[config.mk]
export PLATFORM = sky130hd
export DESIGN_NAME = trl_readback
export DESIGN_NICKNAME = d
export VERILOG_FILES = /design/src/hw/trl_pkg.sv /design/src/hw/trl_readback.sv
export VERILOG_INCLUDE_DIRS = /design/src /design/src/hw
export SDC_FILE = /design/constraint.sdc
export NUM_CORES = 1
export LEC_CHECK = 0
export ABC_AREA = 1
export BUFFER_PORTS_ARGS = -buffer_cell sky130_fd_sc_hd__buf_2
export CAP_MARGIN = 20
export CELL_PAD_IN_SITES_DETAIL_PLACEMENT = 0
export CELL_PAD_IN_SITES_GLOBAL_PLACEMENT = 1
export CORE_ASPECT_RATIO = 2
export CORE_UTILIZATION = 45
export CTS_CLUSTER_DIAMETER = 60
export DETAILED_ROUTE_END_ITERATION = 7
export PLACE_DENSITY = 0.89
export SLEW_MARGIN = 30
export SYNTH_ARGS = -nofsm -noshare
export SYNTH_HDL_FRONTEND = slang
export SYNTH_SLANG_ARGS = --single-unit
[constraint.sdc]
create_clock -name clk_sys -period 2.18 [get_ports clk_sys]
set_input_delay 0.327 -clock clk_sys [delete_from_list [all_inputs] [get_ports clk_sys]]
set_output_delay 0.327 -clock clk_sys [all_outputs]
set_load 0.05 [all_outputs]
[src/hw/trl_map.svh]
`ifndef TRL_MAP_SVH
`define TRL_MAP_SVH

// ====================================================
// port addresses on port_select_high/low
`define TRL_PORT_CMD        2'h3

// ====================================================
// command byte fields
`define TRL_CMD_SEL_HI      7
`define TRL_CMD_SEL_LO      6
`define TRL_CMD_RW_HI       5
`define TRL_CMD_RW_LO       4
`define TRL_CMD_RB_COUNT_N  5
`define TRL_CMD_RB_STATUS_N 4
`define TRL_CMD_RB_SEL_HI   3
`define TRL_CMD_RB_SEL_LO   1
`define TRL_CMD_MODE_HI     5
`define TRL_CMD_SEL_READBK  2'h3
`define TRL_CMD_RW_LATCH    2'h0

// ====================================================
// byte formats in the access field
`define TRL_FMT_LSB         2'h1
`define TRL_FMT_MSB         2'h2
`define TRL_FMT_BOTH        2'h3

// ====================================================
// status byte layout and reset values
`define TRL_STS_OUT_BIT     7
`define TRL_STS_PEND_BIT    6
`define TRL_MODE_RESET      6'h00
`define TRL_BYTE_RESET      8'h00
`define TRL_COUNT_RESET     16'h0000

`endif

[src/hw/trl_pkg.sv]
package trl_pkg;

    // signals from the counting part of one counter
    typedef struct packed {
        logic [15:0] live_count;
        logic        out_level;
        logic        load_done;
    } trl_cnt_in_type;

    // one counter's read-side state shown to the unit
    typedef struct packed {
        logic [5:0] mode;
        logic       pending_load;
        logic       count_latched;
        logic       status_latched;
    } trl_cnt_out_type;

endpackage

[src/hw/trl_readback.sv]
`timescale 1ns/1ps
`default_nettype none

`include "trl_map.svh"

// Function
// [RL1] host stops a counter's clock before a plain unlatched read
// [RL2] command write with bits 5 and 4 zero is a latch-count command
// [RL3] top two command bits pick counter 0, 1, 2 or read-back
// [RL4] latch holds count until read or reprogrammed, then follows live count
// [RL5] further latch-count commands ignored while a latched count is unread
// [RL6] latching never changes mode or counting; several counters may be latched
// [RL7] reads follow byte format; read byte position kept per counter
// [RL8] read byte order tracked apart from write byte order
// [RL9] host must not interleave two readers of one two-byte counter
// [RL10] read-back acts on counters whose select bits 3..1 are one
// [RL11] read-back with count bit zero latches count of each selected counter
// [RL12] reading a counter releases only that counter's latch
// [RL13] repeated count read-backs before a read are ignored
// [RL14] read-back with status bit zero latches status; read via data port
// [RL15] status holds output level, pending-load flag and last mode field
// [RL16] control word sets pending-load only for the addressed counter
// [RL17] count write sets pending-load; two-byte format on second byte
// [RL18] pending-load clears when the held count moves to the counting stage
// [RL19] repeated status latches before a read are ignored
// [RL20] count and status latched together, each skipped if already latched
// [RL21] with both latched, status reads first, then count, then live count
// [RL22] unlatched read returns live count in format byte order
module trl_readback
    import trl_pkg::*;
#(
    parameter int NUM_CNT = 3
) (
    // clock and reset
    input  wire logic                  clk_sys,
    input  wire logic                  rstn,
    // host port
    input  wire logic                  cs_n,
    input  wire logic                  rd_n,
    input  wire logic                  wr_n,
    input  wire logic                  port_select_high,
    input  wire logic                  port_select_low,
    input  wire logic [7:0]            data_in,
    output logic      [7:0]            data_out,
    output logic                       data_oe_n,
    // counting part
    input  wire trl_cnt_in_type        cnt_in  [NUM_CNT],
    output trl_cnt_out_type            cnt_out [NUM_CNT]
);

    // ====================================================
    // decode helpers
    function automatic logic [2:0] trl_onehot(input logic [1:0] idx);
        trl_onehot = (idx == 2'h0) ? 3'h1 :
                     (idx == 2'h1) ? 3'h2 :
                     (idx == 2'h2) ? 3'h4 : 3'h0;
    endfunction

    // ====================================================
    // strobe edge detection
    logic       wr_act;
    logic       rd_act;
    logic       wr_act_q;
    logic       rd_act_q;
    logic       wr_go;
    logic       rd_go;
    logic [1:0] port_idx;
    logic       port_is_cmd;

    assign port_idx    = {port_select_high, port_select_low};
    assign port_is_cmd = (port_idx == `TRL_PORT_CMD);
    assign wr_act      = !cs_n && !wr_n && rd_n;
    assign rd_act      = !cs_n && !rd_n && wr_n && !port_is_cmd;
    assign wr_go       = wr_act && !wr_act_q;
    assign rd_go       = rd_act && !rd_act_q;

    always_ff @(posedge clk_sys or negedge rstn) begin
        if (!rstn) begin
            wr_act_q <= 1'b0;
            rd_act_q <= 1'b0;
        end else begin
            wr_act_q <= wr_act;
            rd_act_q <= rd_act;
        end
    end

    // ====================================================
    // command decode
    logic       cmd_wr;
    logic [1:0] cmd_sel;
    logic [1:0] cmd_rw;
    logic       cmd_readback;
    logic       cmd_latch;
    logic       cmd_ctrl;
    logic [2:0] cmd_target;
    logic [2:0] rb_target;
    logic       rb_count;
    logic       rb_status;
    logic [2:0] data_target;

    assign cmd_wr       = wr_go && port_is_cmd;
    assign cmd_sel      = data_in[`TRL_CMD_SEL_HI:`TRL_CMD_SEL_LO];                // [RL3]
    assign cmd_rw       = data_in[`TRL_CMD_RW_HI:`TRL_CMD_RW_LO];
    assign cmd_readback = cmd_wr && (cmd_sel == `TRL_CMD_SEL_READBK);             // [RL3]
    assign cmd_latch    = cmd_wr && !cmd_readback && (cmd_rw == `TRL_CMD_RW_LATCH); // [RL2]
    assign cmd_ctrl     = cmd_wr && !cmd_readback && (cmd_rw != `TRL_CMD_RW_LATCH);
    assign cmd_target   = trl_onehot(cmd_sel);
    assign rb_target    = data_in[`TRL_CMD_RB_SEL_HI:`TRL_CMD_RB_SEL_LO];           // [RL10]
    assign rb_count     = cmd_readback && !data_in[`TRL_CMD_RB_COUNT_N];           // [RL11]
    assign rb_status    = cmd_readback && !data_in[`TRL_CMD_RB_STATUS_N];          // [RL14]
    // data reads and writes never aim at the command port
    assign data_target  = port_is_cmd ? 3'h0 : trl_onehot(port_idx);

    // ====================================================
    // per-counter read state
    logic [7:0] rd_byte [NUM_CNT];

    genvar gi;
    generate
        for (gi = 0; gi < NUM_CNT; gi++) begin : g_cnt
            // ====================================================
            // state held per counter
            logic [5:0]  mode_q;
            logic        pend_q;
            logic        cnt_lat_q;
            logic [15:0] cnt_hold_q;
            logic        sts_lat_q;
            logic [7:0]  sts_hold_q;
            logic        rd_msb_q;
            logic        wr_msb_q;
            logic [1:0]  fmt;
            logic        do_ctrl;
            logic        do_cnt_lat;
            logic        do_sts_lat;
            logic        do_wr;
            logic        do_rd;
            logic        pend_set;
            logic        rd_status;
            logic        rd_hi;
            logic        rd_last;
            logic [15:0] view;
            logic [7:0]  sts_now;
            logic        two_byte;
            logic        rel_cnt;
            logic        rel_sts;
            logic        rd_step;
            logic        wr_step;

            // ====================================================
            // per-counter decode
            assign fmt        = mode_q[`TRL_CMD_MODE_HI:`TRL_CMD_RW_LO];
            assign two_byte   = (fmt == `TRL_FMT_BOTH);
            assign do_ctrl    = cmd_ctrl && cmd_target[gi];
            // a held count or status is overwritten only after it is read or its counter is reprogrammed
            assign do_cnt_lat = ((cmd_latch && cmd_target[gi])                    // [RL2]
                                || (rb_count && rb_target[gi]))                  // [RL11] [RL20]
                                && !cnt_lat_q;                                   // [RL5] [RL13]
            assign do_sts_lat = rb_status && rb_target[gi] && !sts_lat_q;        // [RL19] [RL20]
            assign do_wr      = wr_go && data_target[gi];
            assign do_rd      = rd_go && data_target[gi];
            assign pend_set   = do_ctrl                                          // [RL16]
                                || (do_wr && (fmt != `TRL_FMT_BOTH || wr_msb_q)); // [RL17]
            assign rd_status  = sts_lat_q;                                       // [RL21]
            assign rd_hi      = (fmt == `TRL_FMT_MSB) || (fmt == `TRL_FMT_BOTH && rd_msb_q);
            assign rd_last    = (fmt != `TRL_FMT_BOTH) || rd_msb_q;
            assign view       = cnt_lat_q ? cnt_hold_q : cnt_in[gi].live_count;   // [RL22]
            assign sts_now    = {cnt_in[gi].out_level, pend_q, mode_q};          // [RL15]
            assign rd_byte[gi] = rd_status ? sts_hold_q :
                                 (rd_hi ? view[15:8] : view[7:0]);               // [RL7]

            // count latch frees on its last count byte, status on any read
            assign rel_cnt    = do_rd && !rd_status && rd_last;                  // [RL12]
            assign rel_sts    = do_rd && rd_status;                              // [RL21]
            assign rd_step    = do_rd && !rd_status && two_byte;                 // [RL8]
            assign wr_step    = do_wr && two_byte;                               // [RL8]

            // ====================================================
            // mode and pending-load flag
            always_ff @(posedge clk_sys or negedge rstn) begin
                if (!rstn) begin
                    mode_q <= `TRL_MODE_RESET;
                end else if (do_ctrl) begin
                    mode_q <= data_in[`TRL_CMD_MODE_HI:0];                       // [RL6]
                end
            end

            // set wins over the load-done clear
            always_ff @(posedge clk_sys or negedge rstn) begin
                if (!rstn) begin
                    pend_q <= 1'b0;
                end else if (pend_set) begin
                    pend_q <= 1'b1;
                end else if (cnt_in[gi].load_done) begin
                    pend_q <= 1'b0;                                              // [RL18]
                end
            end

            // ====================================================
            // count hold latch
            always_ff @(posedge clk_sys or negedge rstn) begin
                if (!rstn) begin
                    cnt_lat_q <= 1'b0;
                end else if (do_ctrl) begin
                    cnt_lat_q <= 1'b0;                                           // [RL4]
                end else if (do_cnt_lat) begin
                    cnt_lat_q <= 1'b1;                                           // [RL4]
                end else if (rel_cnt) begin
                    cnt_lat_q <= 1'b0;                                           // [RL12]
                end
            end

            // hold register loads only on an accepted latch
            always_ff @(posedge clk_sys or negedge rstn) begin
                if (!rstn) begin
                    cnt_hold_q <= `TRL_COUNT_RESET;
                end else if (do_cnt_lat) begin
                    cnt_hold_q <= cnt_in[gi].live_count;                         // [RL5]
                end
            end

            // ====================================================
            // status hold latch
            always_ff @(posedge clk_sys or negedge rstn) begin
                if (!rstn) begin
                    sts_lat_q <= 1'b0;
                end else if (do_ctrl) begin
                    sts_lat_q <= 1'b0;
                end else if (do_sts_lat) begin
                    sts_lat_q <= 1'b1;                                           // [RL14]
                end else if (rel_sts) begin
                    sts_lat_q <= 1'b0;                                           // [RL21]
                end
            end

            always_ff @(posedge clk_sys or negedge rstn) begin
                if (!rstn) begin
                    sts_hold_q <= `TRL_BYTE_RESET;
                end else if (do_sts_lat) begin
                    sts_hold_q <= sts_now;                                       // [RL19]
                end
            end

            // ====================================================
            // read and write byte positions, kept apart
            always_ff @(posedge clk_sys or negedge rstn) begin
                if (!rstn) begin
                    rd_msb_q <= 1'b0;
                    wr_msb_q <= 1'b0;
                end else if (do_ctrl) begin
                    rd_msb_q <= 1'b0;
                    wr_msb_q <= 1'b0;
                end else begin
                    if (rd_step) begin
                        rd_msb_q <= !rd_msb_q;                                   // [RL8]
                    end
                    if (wr_step) begin
                        wr_msb_q <= !wr_msb_q;                                   // [RL8]
                    end
                end
            end

            // ====================================================
            // registered view for the counting part
            always_ff @(posedge clk_sys or negedge rstn) begin
                if (!rstn) begin
                    cnt_out[gi] <= '0;
                end else begin
                    cnt_out[gi].mode           <= mode_q;
                    cnt_out[gi].pending_load   <= pend_q;
                    cnt_out[gi].count_latched  <= cnt_lat_q;
                    cnt_out[gi].status_latched <= sts_lat_q;
                end
            end
        end
    endgenerate

    // ====================================================
    // host data output
    logic [7:0] rd_sel;

    // command port reads never start, so the index stays in range
    assign rd_sel = (port_idx < 2'(NUM_CNT)) ? rd_byte[port_idx] : `TRL_BYTE_RESET;

    // drive enable follows the qualified read strobe
    always_ff @(posedge clk_sys or negedge rstn) begin
        if (!rstn) begin
            data_oe_n <= 1'b1;
        end else begin
            data_oe_n <= !rd_act;
        end
    end

    // read byte captured once per read, then held
    always_ff @(posedge clk_sys or negedge rstn) begin
        if (!rstn) begin
            data_out <= `TRL_BYTE_RESET;
        end else if (rd_go) begin
            data_out <= rd_sel;                                                  // [RL7]
        end
    end

endmodule

`default_nettype wire

== After elaboration in Yosys (flattened, before gate mapping) ==
Cells that the tools add are included.
Cells by class
  order comparisons: 2
  equal/unequal tests: 15
  mux-type cells: 56
  bitwise logic cells: 1
  reductions and logical operators: 115
Operator list (count)
  $mux W8: 9
  $logic_and A1 B1 Y1: 59
  $mux W16: 3
  $mux W1: 36
  $logic_not A1 Y1: 22
  $mux W3: 7
  $eq A2 B2 Y1 const B: 10
  $reduce_bool A2 Y1: 10
  $reduce_bool A3 Y1: 6
  $bmux W8 S2: 1
  $logic_or A1 B1 Y1: 15
  $logic_not A2 Y1: 3
  $ne A2 B2 Y1 const B: 3
  $eq A2 B1 Y1 const B: 2
  $ge A3 B3 Y1 const B: 1
  $not A2 Y3: 1
  $lt A2 B2 Y1 const B: 1
Word-level totals
  flip-flop bits (word level): 143
  output and inout bits: 36
  word-level logic and storage cells: 229

== Longest topological paths before layout ==
  word-level depth: 14
  depth in mapped cells: 10
  gate-level depth less buffers: 10

== Worst setup path before layout ==
No wires, ideal clock.
  path type: input to register
  start point: in cs_n
  end point: reg g_cnt[2].cnt_hold_q[10]
  setup time: 0.117 ns
  arrival time: 1.353 ns
  slack: 0.710 ns
  stages: 9
  path buffers: 1
  cells stage by stage: nor2_1 -> nand3_2 -> nor2_4 -> nand4_1 -> nand2_2 -> nand2_4 -> buf_6 -> nand2_1 -> nand2_1
Between the ends
  word-level cells in the longest chain between the ends: 12
  elaborated cells on any way between the ends: 14
  classes of those cells: 14 x reduce/logical
RTL lines
  start, declared: RTL line trl_readback.sv:38  | input wire logic cs_n,
  $logic_not A1 Y1 (*): RTL line trl_readback.sv:72  | assign wr_act = !cs_n && !wr_n && rd_n;
  $logic_and A1 B1 Y1 (*) (2 in a row): RTL line trl_readback.sv:72
  $logic_and A1 B1 Y1 (*): RTL line trl_readback.sv:74  | assign wr_go = wr_act && !wr_act_q;
  $logic_and A1 B1 Y1 (*): RTL line trl_readback.sv:101  | assign cmd_wr = wr_go && port_is_cmd;
  $logic_and A1 B1 Y1: RTL line trl_readback.sv:104  | assign cmd_readback = cmd_wr && (cmd_sel == `TRL_CMD_SEL_READBK);
  $logic_not A1 Y1: RTL line trl_readback.sv:105  | assign cmd_latch = cmd_wr && !cmd_readback && (cmd_rw == `TRL_CMD_RW_LATCH);
  $logic_and A1 B1 Y1 (2 in a row): RTL line trl_readback.sv:105
  $logic_and A1 B1 Y1: RTL line trl_readback.sv:155  | assign do_cnt_lat = ((cmd_latch && cmd_target[gi])
  $logic_or A1 B1 Y1 (*): RTL line trl_readback.sv:156  | || (rb_count && rb_target[gi]))
  $logic_and A1 B1 Y1 (*): RTL line trl_readback.sv:157  | && !cnt_lat_q;
  end signal, assigned: RTL line trl_readback.sv:215  | cnt_hold_q <= `TRL_COUNT_RESET;
  end signal, assigned: RTL line trl_readback.sv:217  | cnt_hold_q <= cnt_in[gi].live_count;
  end, declared: RTL line trl_readback.sv:126  | logic [15:0] cnt_hold_q;
Every way passes the cells marked *; elsewhere a longest branch is shown, timed or not.
A chain may end at the register's enable or synchronous reset.

== Worst setup path in the final report ==
  start point: reg g_cnt[1].cnt_lat_q
  end point: reg data_out[4]
Between the ends
  word-level cells in the longest chain between the ends: 7
RTL lines
  start, declared: RTL line trl_readback.sv:125  | logic cnt_lat_q;
  start signal, assigned: RTL line trl_readback.sv:202  | cnt_lat_q <= 1'b0;
  start signal, assigned: RTL line trl_readback.sv:204  | cnt_lat_q <= 1'b0;
  start signal, assigned: RTL line trl_readback.sv:206  | cnt_lat_q <= 1'b1;
  $mux W16: RTL line trl_readback.sv:166  | assign view = cnt_lat_q ? cnt_hold_q : cnt_in[gi].live_count;
  $mux W8: RTL line trl_readback.sv:169  | (rd_hi ? view[15:8] : view[7:0]);
  $mux W8: RTL line trl_readback.sv:168  | assign rd_byte[gi] = rd_status ? sts_hold_q :
  $bmux W8 S2: RTL line trl_readback.sv:282  | assign rd_sel = (port_idx < 2'(NUM_CNT)) ? rd_byte[port_idx] : `TRL_BYTE_RESET;
  $mux W8 (not written as such) (2 in a row): RTL line trl_readback.sv:282
  $mux W8 (no source line)
  end signal, assigned: RTL line trl_readback.sv:296  | data_out <= `TRL_BYTE_RESET;
  end signal, assigned: RTL line trl_readback.sv:298  | data_out <= rd_sel;
  end, declared: RTL line trl_readback.sv:44  | output logic [7:0] data_out,
No other way between the ends. The select of a mux whose other input is x is not followed.

==> report_table.html <==
<table>
<tr><th>Metric</th><th>Value</th></tr>
<tr><th colspan="2">Outcome</th></tr>
<tr><td>Outcome</td><td>complete, no violations</td></tr>
<tr><th colspan="2">Placed design</th></tr>
<tr><td>Buffers on Ports</td><td>104</td></tr>
<tr><td>Dpl hpwl</td><td>13000 um</td></tr>
<tr><td>Setup slack after placement</td><td>0.304 ns</td></tr>
<tr><td>Final Wtd Congestion</td><td>0.901</td></tr>
<tr><th colspan="2">Global routing</th></tr>
<tr><td>Pin count of the biggest net entering global routing</td><td>57</td></tr>
<tr><td>Via count of the first global-routing pass</td><td>5707</td></tr>
<tr><td>Number of antenna violations at the first check in global routing</td><td>0</td></tr>
<tr><td>GRT Residual Overflow</td><td>0</td></tr>
<tr><td>Overall global routing resource usage</td><td>0.253</td></tr>
<tr><td>Wire length of the first global-routing pass</td><td>28900 um</td></tr>
<tr><th colspan="2">Detailed routing</th></tr>
<tr><td>Vias per inst</td><td>4.99</td></tr>
<tr><td>WL/cell</td><td>15.5 um</td></tr>
<tr><td>Count of unresolved DRC violations after routing</td><td>0</td></tr>
<tr><td>Drt initial violations</td><td>337</td></tr>
<tr><td>Post-Route WL</td><td>17900 um</td></tr>
<tr><td>Total number of vias</td><td>5736</td></tr>
<tr><td>ANT nets after route</td><td>0</td></tr>
<tr><td>Number of iterations in the first detailed-routing pass</td><td>6</td></tr>
<tr><th colspan="2">Floorplan</th></tr>
<tr><td>Area of the placeable core</td><td>0.0144 sq mm</td></tr>
<tr><td>Die outline width</td><td>87.8 um</td></tr>
<tr><td>Std-Cell Rows</td><td>62</td></tr>
<tr><td>Top Ports</td><td>105</td></tr>
<tr><td>Die Height</td><td>174 um</td></tr>
<tr><td>Starting density of the core</td><td>0.462</td></tr>
<tr><td>Total die area</td><td>0.0152 sq mm</td></tr>
<tr><th colspan="2">Timing</th></tr>
<tr><td>Max-slew violations</td><td>0</td></tr>
<tr><td>Finish-stage setup viols</td><td>0</td></tr>
<tr><td>Worst max-slew margin expressed relative to the limit</td><td>0.691</td></tr>
<tr><td>Slew of the pin with the lowest slew margin</td><td>0.463 ns</td></tr>
<tr><td>RSZ-0062 raised after global routing</td><td>no</td></tr>
<tr><td>Ratio of final minimum period to clock period</td><td>0.795</td></tr>
<tr><td>Worst hold-check slack</td><td>0.0906 ns</td></tr>
<tr><td>Period minus WS final</td><td>1.73 ns</td></tr>
<tr><td>Fmax achieved</td><td>0.577 GHz</td></tr>
<tr><td>Hold Violations, Final</td><td>0</td></tr>
<tr><td>Crit path setup slack, layout</td><td>0.447 ns</td></tr>
<tr><td>Fin Setup TNS</td><td>0 ns</td></tr>
<tr><td>Maximum clock skew at final layout</td><td>0.0102 ns</td></tr>
<tr><th colspan="2">Power and ir drop</th></tr>
<tr><td>Worst ir drop on vdd</td><td>0.553 mV</td></tr>
<tr><td>Total power density per cell area</td><td>899 mW/mm^2</td></tr>
<tr><td>Pleak</td><td>4.35 nW</td></tr>
<tr><th colspan="2">Synthesis</th></tr>
<tr><td>Top cells by area in the synthesized netlist</td><td>sky130_fd_sc_hd__dfrtp_1, sky130_fd_sc_hd__nand2_1, sky130_fd_sc_hd__nand3_1</td></tr>
<tr><td>Total of warnings raised by yosys</td><td>0</td></tr>
<tr><td>Post-synthesis sequential area ratio</td><td>0.540</td></tr>
<tr><td>Number of cells produced by synthesis</td><td>831</td></tr>
<tr><td>Unique masters post-synth</td><td>25</td></tr>
<tr><td>Synth area leader</td><td>sky130_fd_sc_hd__dfrtp_1</td></tr>
<tr><td>Register bit count reported by yosys</td><td>143</td></tr>
<tr><td>Synthesized net count</td><td>900</td></tr>
<tr><td>Post-Synthesis Cell Area</td><td>0.00662 sq mm</td></tr>
<tr><td>Share of Yosys cell area claimed by the top area cell type</td><td>0.536</td></tr>
<tr><td>Avg Cell Area, Syn</td><td>7.97 sq um</td></tr>
<tr><th colspan="2">Critical path</th></tr>
<tr><td>Worst Path Required</td><td>2.53 ns</td></tr>
<tr><td>Data arrival time at the worst-slack endpoint</td><td>2.08 ns</td></tr>
<tr><td>Critical path launch point type</td><td>flop</td></tr>
<tr><td>Kind of end point of the critical path</td><td>flop</td></tr>
<tr><td>Biggest fanout along the worst timing path</td><td>13</td></tr>
<tr><td>Path type of the worst setup path</td><td>reg -&gt; reg</td></tr>
<tr><th colspan="2">Layout</th></tr>
<tr><td>Layout-stage area growth over the synthesis result</td><td>21.7%</td></tr>
<tr><td>Count of inserted antenna diode cells</td><td>0</td></tr>
<tr><td>Layout Nets</td><td>1013</td></tr>
<tr><td>Fill cell count</td><td>1414</td></tr>
<tr><td>Fraction of layout instances using a drive strength above 1</td><td>0.187</td></tr>
<tr><th colspan="2">Clock tree</th></tr>
<tr><td>TritonCTS sink count</td><td>143</td></tr>
<tr><td>Number of buffers inserted to repair setup after CTS</td><td>0</td></tr>
<tr><td>Clock-pin transition on the worst setup and hold timing paths</td><td>0.07 ns</td></tr>
<tr><td>Maximum number of buffers from clock root to sink</td><td>2</td></tr>
<tr><td>H-tree depth reported by CTS</td><td>4</td></tr>
<tr><td>Master cell of the clock root buffer</td><td>sky130_fd_sc_hd__clkbuf_16</td></tr>
<tr><td>TritonCTS buffer count</td><td>17</td></tr>
<tr><td>CTS tree</td><td>built</td></tr>
<tr><td>Clk_lat worst skew</td><td>0.43 ns</td></tr>
<tr><th colspan="2">Worst hold path</th></tr>
<tr><td>Min-delay worst type</td><td>in -&gt; reg</td></tr>
<tr><th colspan="2">Job</th></tr>
<tr><td>Number of maximum-capacitance violations</td><td>0</td></tr>
</table>
## stage by stage
stage / util / instances / cell area, sq um / power, mW
CTS: 0.562 / 1149 / 8060 / 7.31
detailed placement: 0.518 / 1116 / 7430 / 4.25
global route: 0.562 / 1149 / 8060 / 7.54
finish: 0.562 / 1149 / 8060 / 7.25
global placement: 0.518 / 1116 / 7430 / 4.24
floorplan: - / 831 / 6620 / 3.79
## flip-flops by register name (all words and copies together) (netlist names)
signal,count
cnt_out,27
data_oe_n,1
data_out,8
g_cnt.cnt_hold_q,48
g_cnt.cnt_lat_q,3
g_cnt.mode_q,18
g_cnt.pend_q,3
g_cnt.rd_msb_q,3
g_cnt.rd_status,3
g_cnt.sts_hold_q,24
g_cnt.wr_msb_q,3
rd_act_q,1
wr_act_q,1
## cell families after synthesis
logic type	count (synthesis)	synth area share
AOI/OAI and AO/OA	128	0.0995
xor gates and xnor gates	3	0.00397
buffers and inverters	107	0.0680
DFF	143	0.540
and+or+nand+nor	450	0.288
## power breakdown
part,internal (mW),switching (mW),leakage (nW),total (mW)
clock,1.85,1.20,0.290,3.04
combinational,0.348,0.852,2.12,1.20
sequential,2.87,0.133,1.93,3.00
total,5.06,2.18,4.35,7.25
## what timing repair did
item / 4_1_cts / 5_1_grt
hold endpoints to repair: 39 / 0
resized for setup: 0 / 0
hold buffers: 1 / 0
endpoints found under the setup margin: 0 / 0
## cells in the final DEF (no fill, tap or decap), types with 3 or more instances in the layout
master,count
sky130_fd_sc_hd__buf_12,3
sky130_fd_sc_hd__nand3_2,4
sky130_fd_sc_hd__clkbuf_16,17
sky130_fd_sc_hd__o21ai_0,74
sky130_fd_sc_hd__clkinv_4,3
sky130_fd_sc_hd__clkinvlp_4,4
sky130_fd_sc_hd__o211ai_1,3
sky130_fd_sc_hd__nor2_1,98
sky130_fd_sc_hd__nand3_1,80
sky130_fd_sc_hd__inv_1,70
sky130_fd_sc_hd__dfrtp_1,142
sky130_fd_sc_hd__nand2_2,4
sky130_fd_sc_hd__xor2_1,3
sky130_fd_sc_hd__buf_4,22
sky130_fd_sc_hd__bufinv_16,3
sky130_fd_sc_hd__a21oi_2,3
sky130_fd_sc_hd__a21oi_1,21
sky130_fd_sc_hd__nand2_4,3
sky130_fd_sc_hd__buf_2,103
sky130_fd_sc_hd__o21ai_1,27
sky130_fd_sc_hd__nand2_1,245
sky130_fd_sc_hd__inv_6,4
sky130_fd_sc_hd__nand4_1,12
## routing by layer
metal,up-vias,global-route usage,part of all wire
met3,38,0.0448,0.037
met4,0,0.143,0.049
met2,154,0.438,0.53
met5,-,0,0
li1,2878,-,-
met1,2666,0.285,0.38
## synthesized netlist by cell type, drive strengths merged
| cell | instances |
|---|---|
| inv | 70 |
| nor3b | 1 |
| nand4 | 12 |
| a21oi | 24 |
| nand3 | 84 |
| buf | 18 |
| o211ai | 3 |
| nor4 | 1 |
| clkinv | 1 |
| clkbuf | 18 |
| xor2 | 3 |
| o21ai | 101 |
| nor2 | 99 |
| dfrtp | 142 |
| or2 | 1 |
| dfstp | 1 |
| nand2 | 252 |
## cell type report
class,count,area [sq um],share of cell area
Sequential cell,143,3580,0.444
Timing Repair Buffer,130,762,0.0945
Tap cell,192,240,0.0298
Clock buffer,18,439,0.0545
Multi-Input combinational cell,581,2590,0.322
Inverter,71,267,0.0331
Clock inverter,14,181,0.0225
## critical path, cell delays in order, from the launching register on
cell                      delay [ns]
sky130_fd_sc_hd__dfrtp_1        0.38
sky130_fd_sc_hd__inv_1          0.33
sky130_fd_sc_hd__buf_4          0.28
sky130_fd_sc_hd__nor2_1         0.05
sky130_fd_sc_hd__o21ai_0        0.18
sky130_fd_sc_hd__nand3_1        0.11
sky130_fd_sc_hd__nand2_1        0.11
sky130_fd_sc_hd__nand2_1        0.07
sky130_fd_sc_hd__o21ai_0        0.14
## worst paths after layout
| kind | startpoint | to | slack, ns | cells past startpoint |
|---|---|---|---|---|
| setup / recovery | g_cnt[1].cnt_lat_q | data_out[4] | 0.45 | 8 |
| hold reg to reg | g_cnt[0].pend_q | cnt_out[20] | 0.38 | 0 |
| setup reg to reg | g_cnt[1].cnt_lat_q | data_out[4] | 0.45 | 8 |
| max in group asynchronous | rstn | g_cnt[0].cnt_hold_q[6] | 1.14 | 3 |
| hold / removal | cs_n | wr_act_q | 0.09 | 2 |
| min in group asynchronous | rstn | g_cnt[1].sts_hold_q[0] | 0.39 | 2 |
Note: power is estimated with default switching activity, not from simulation.
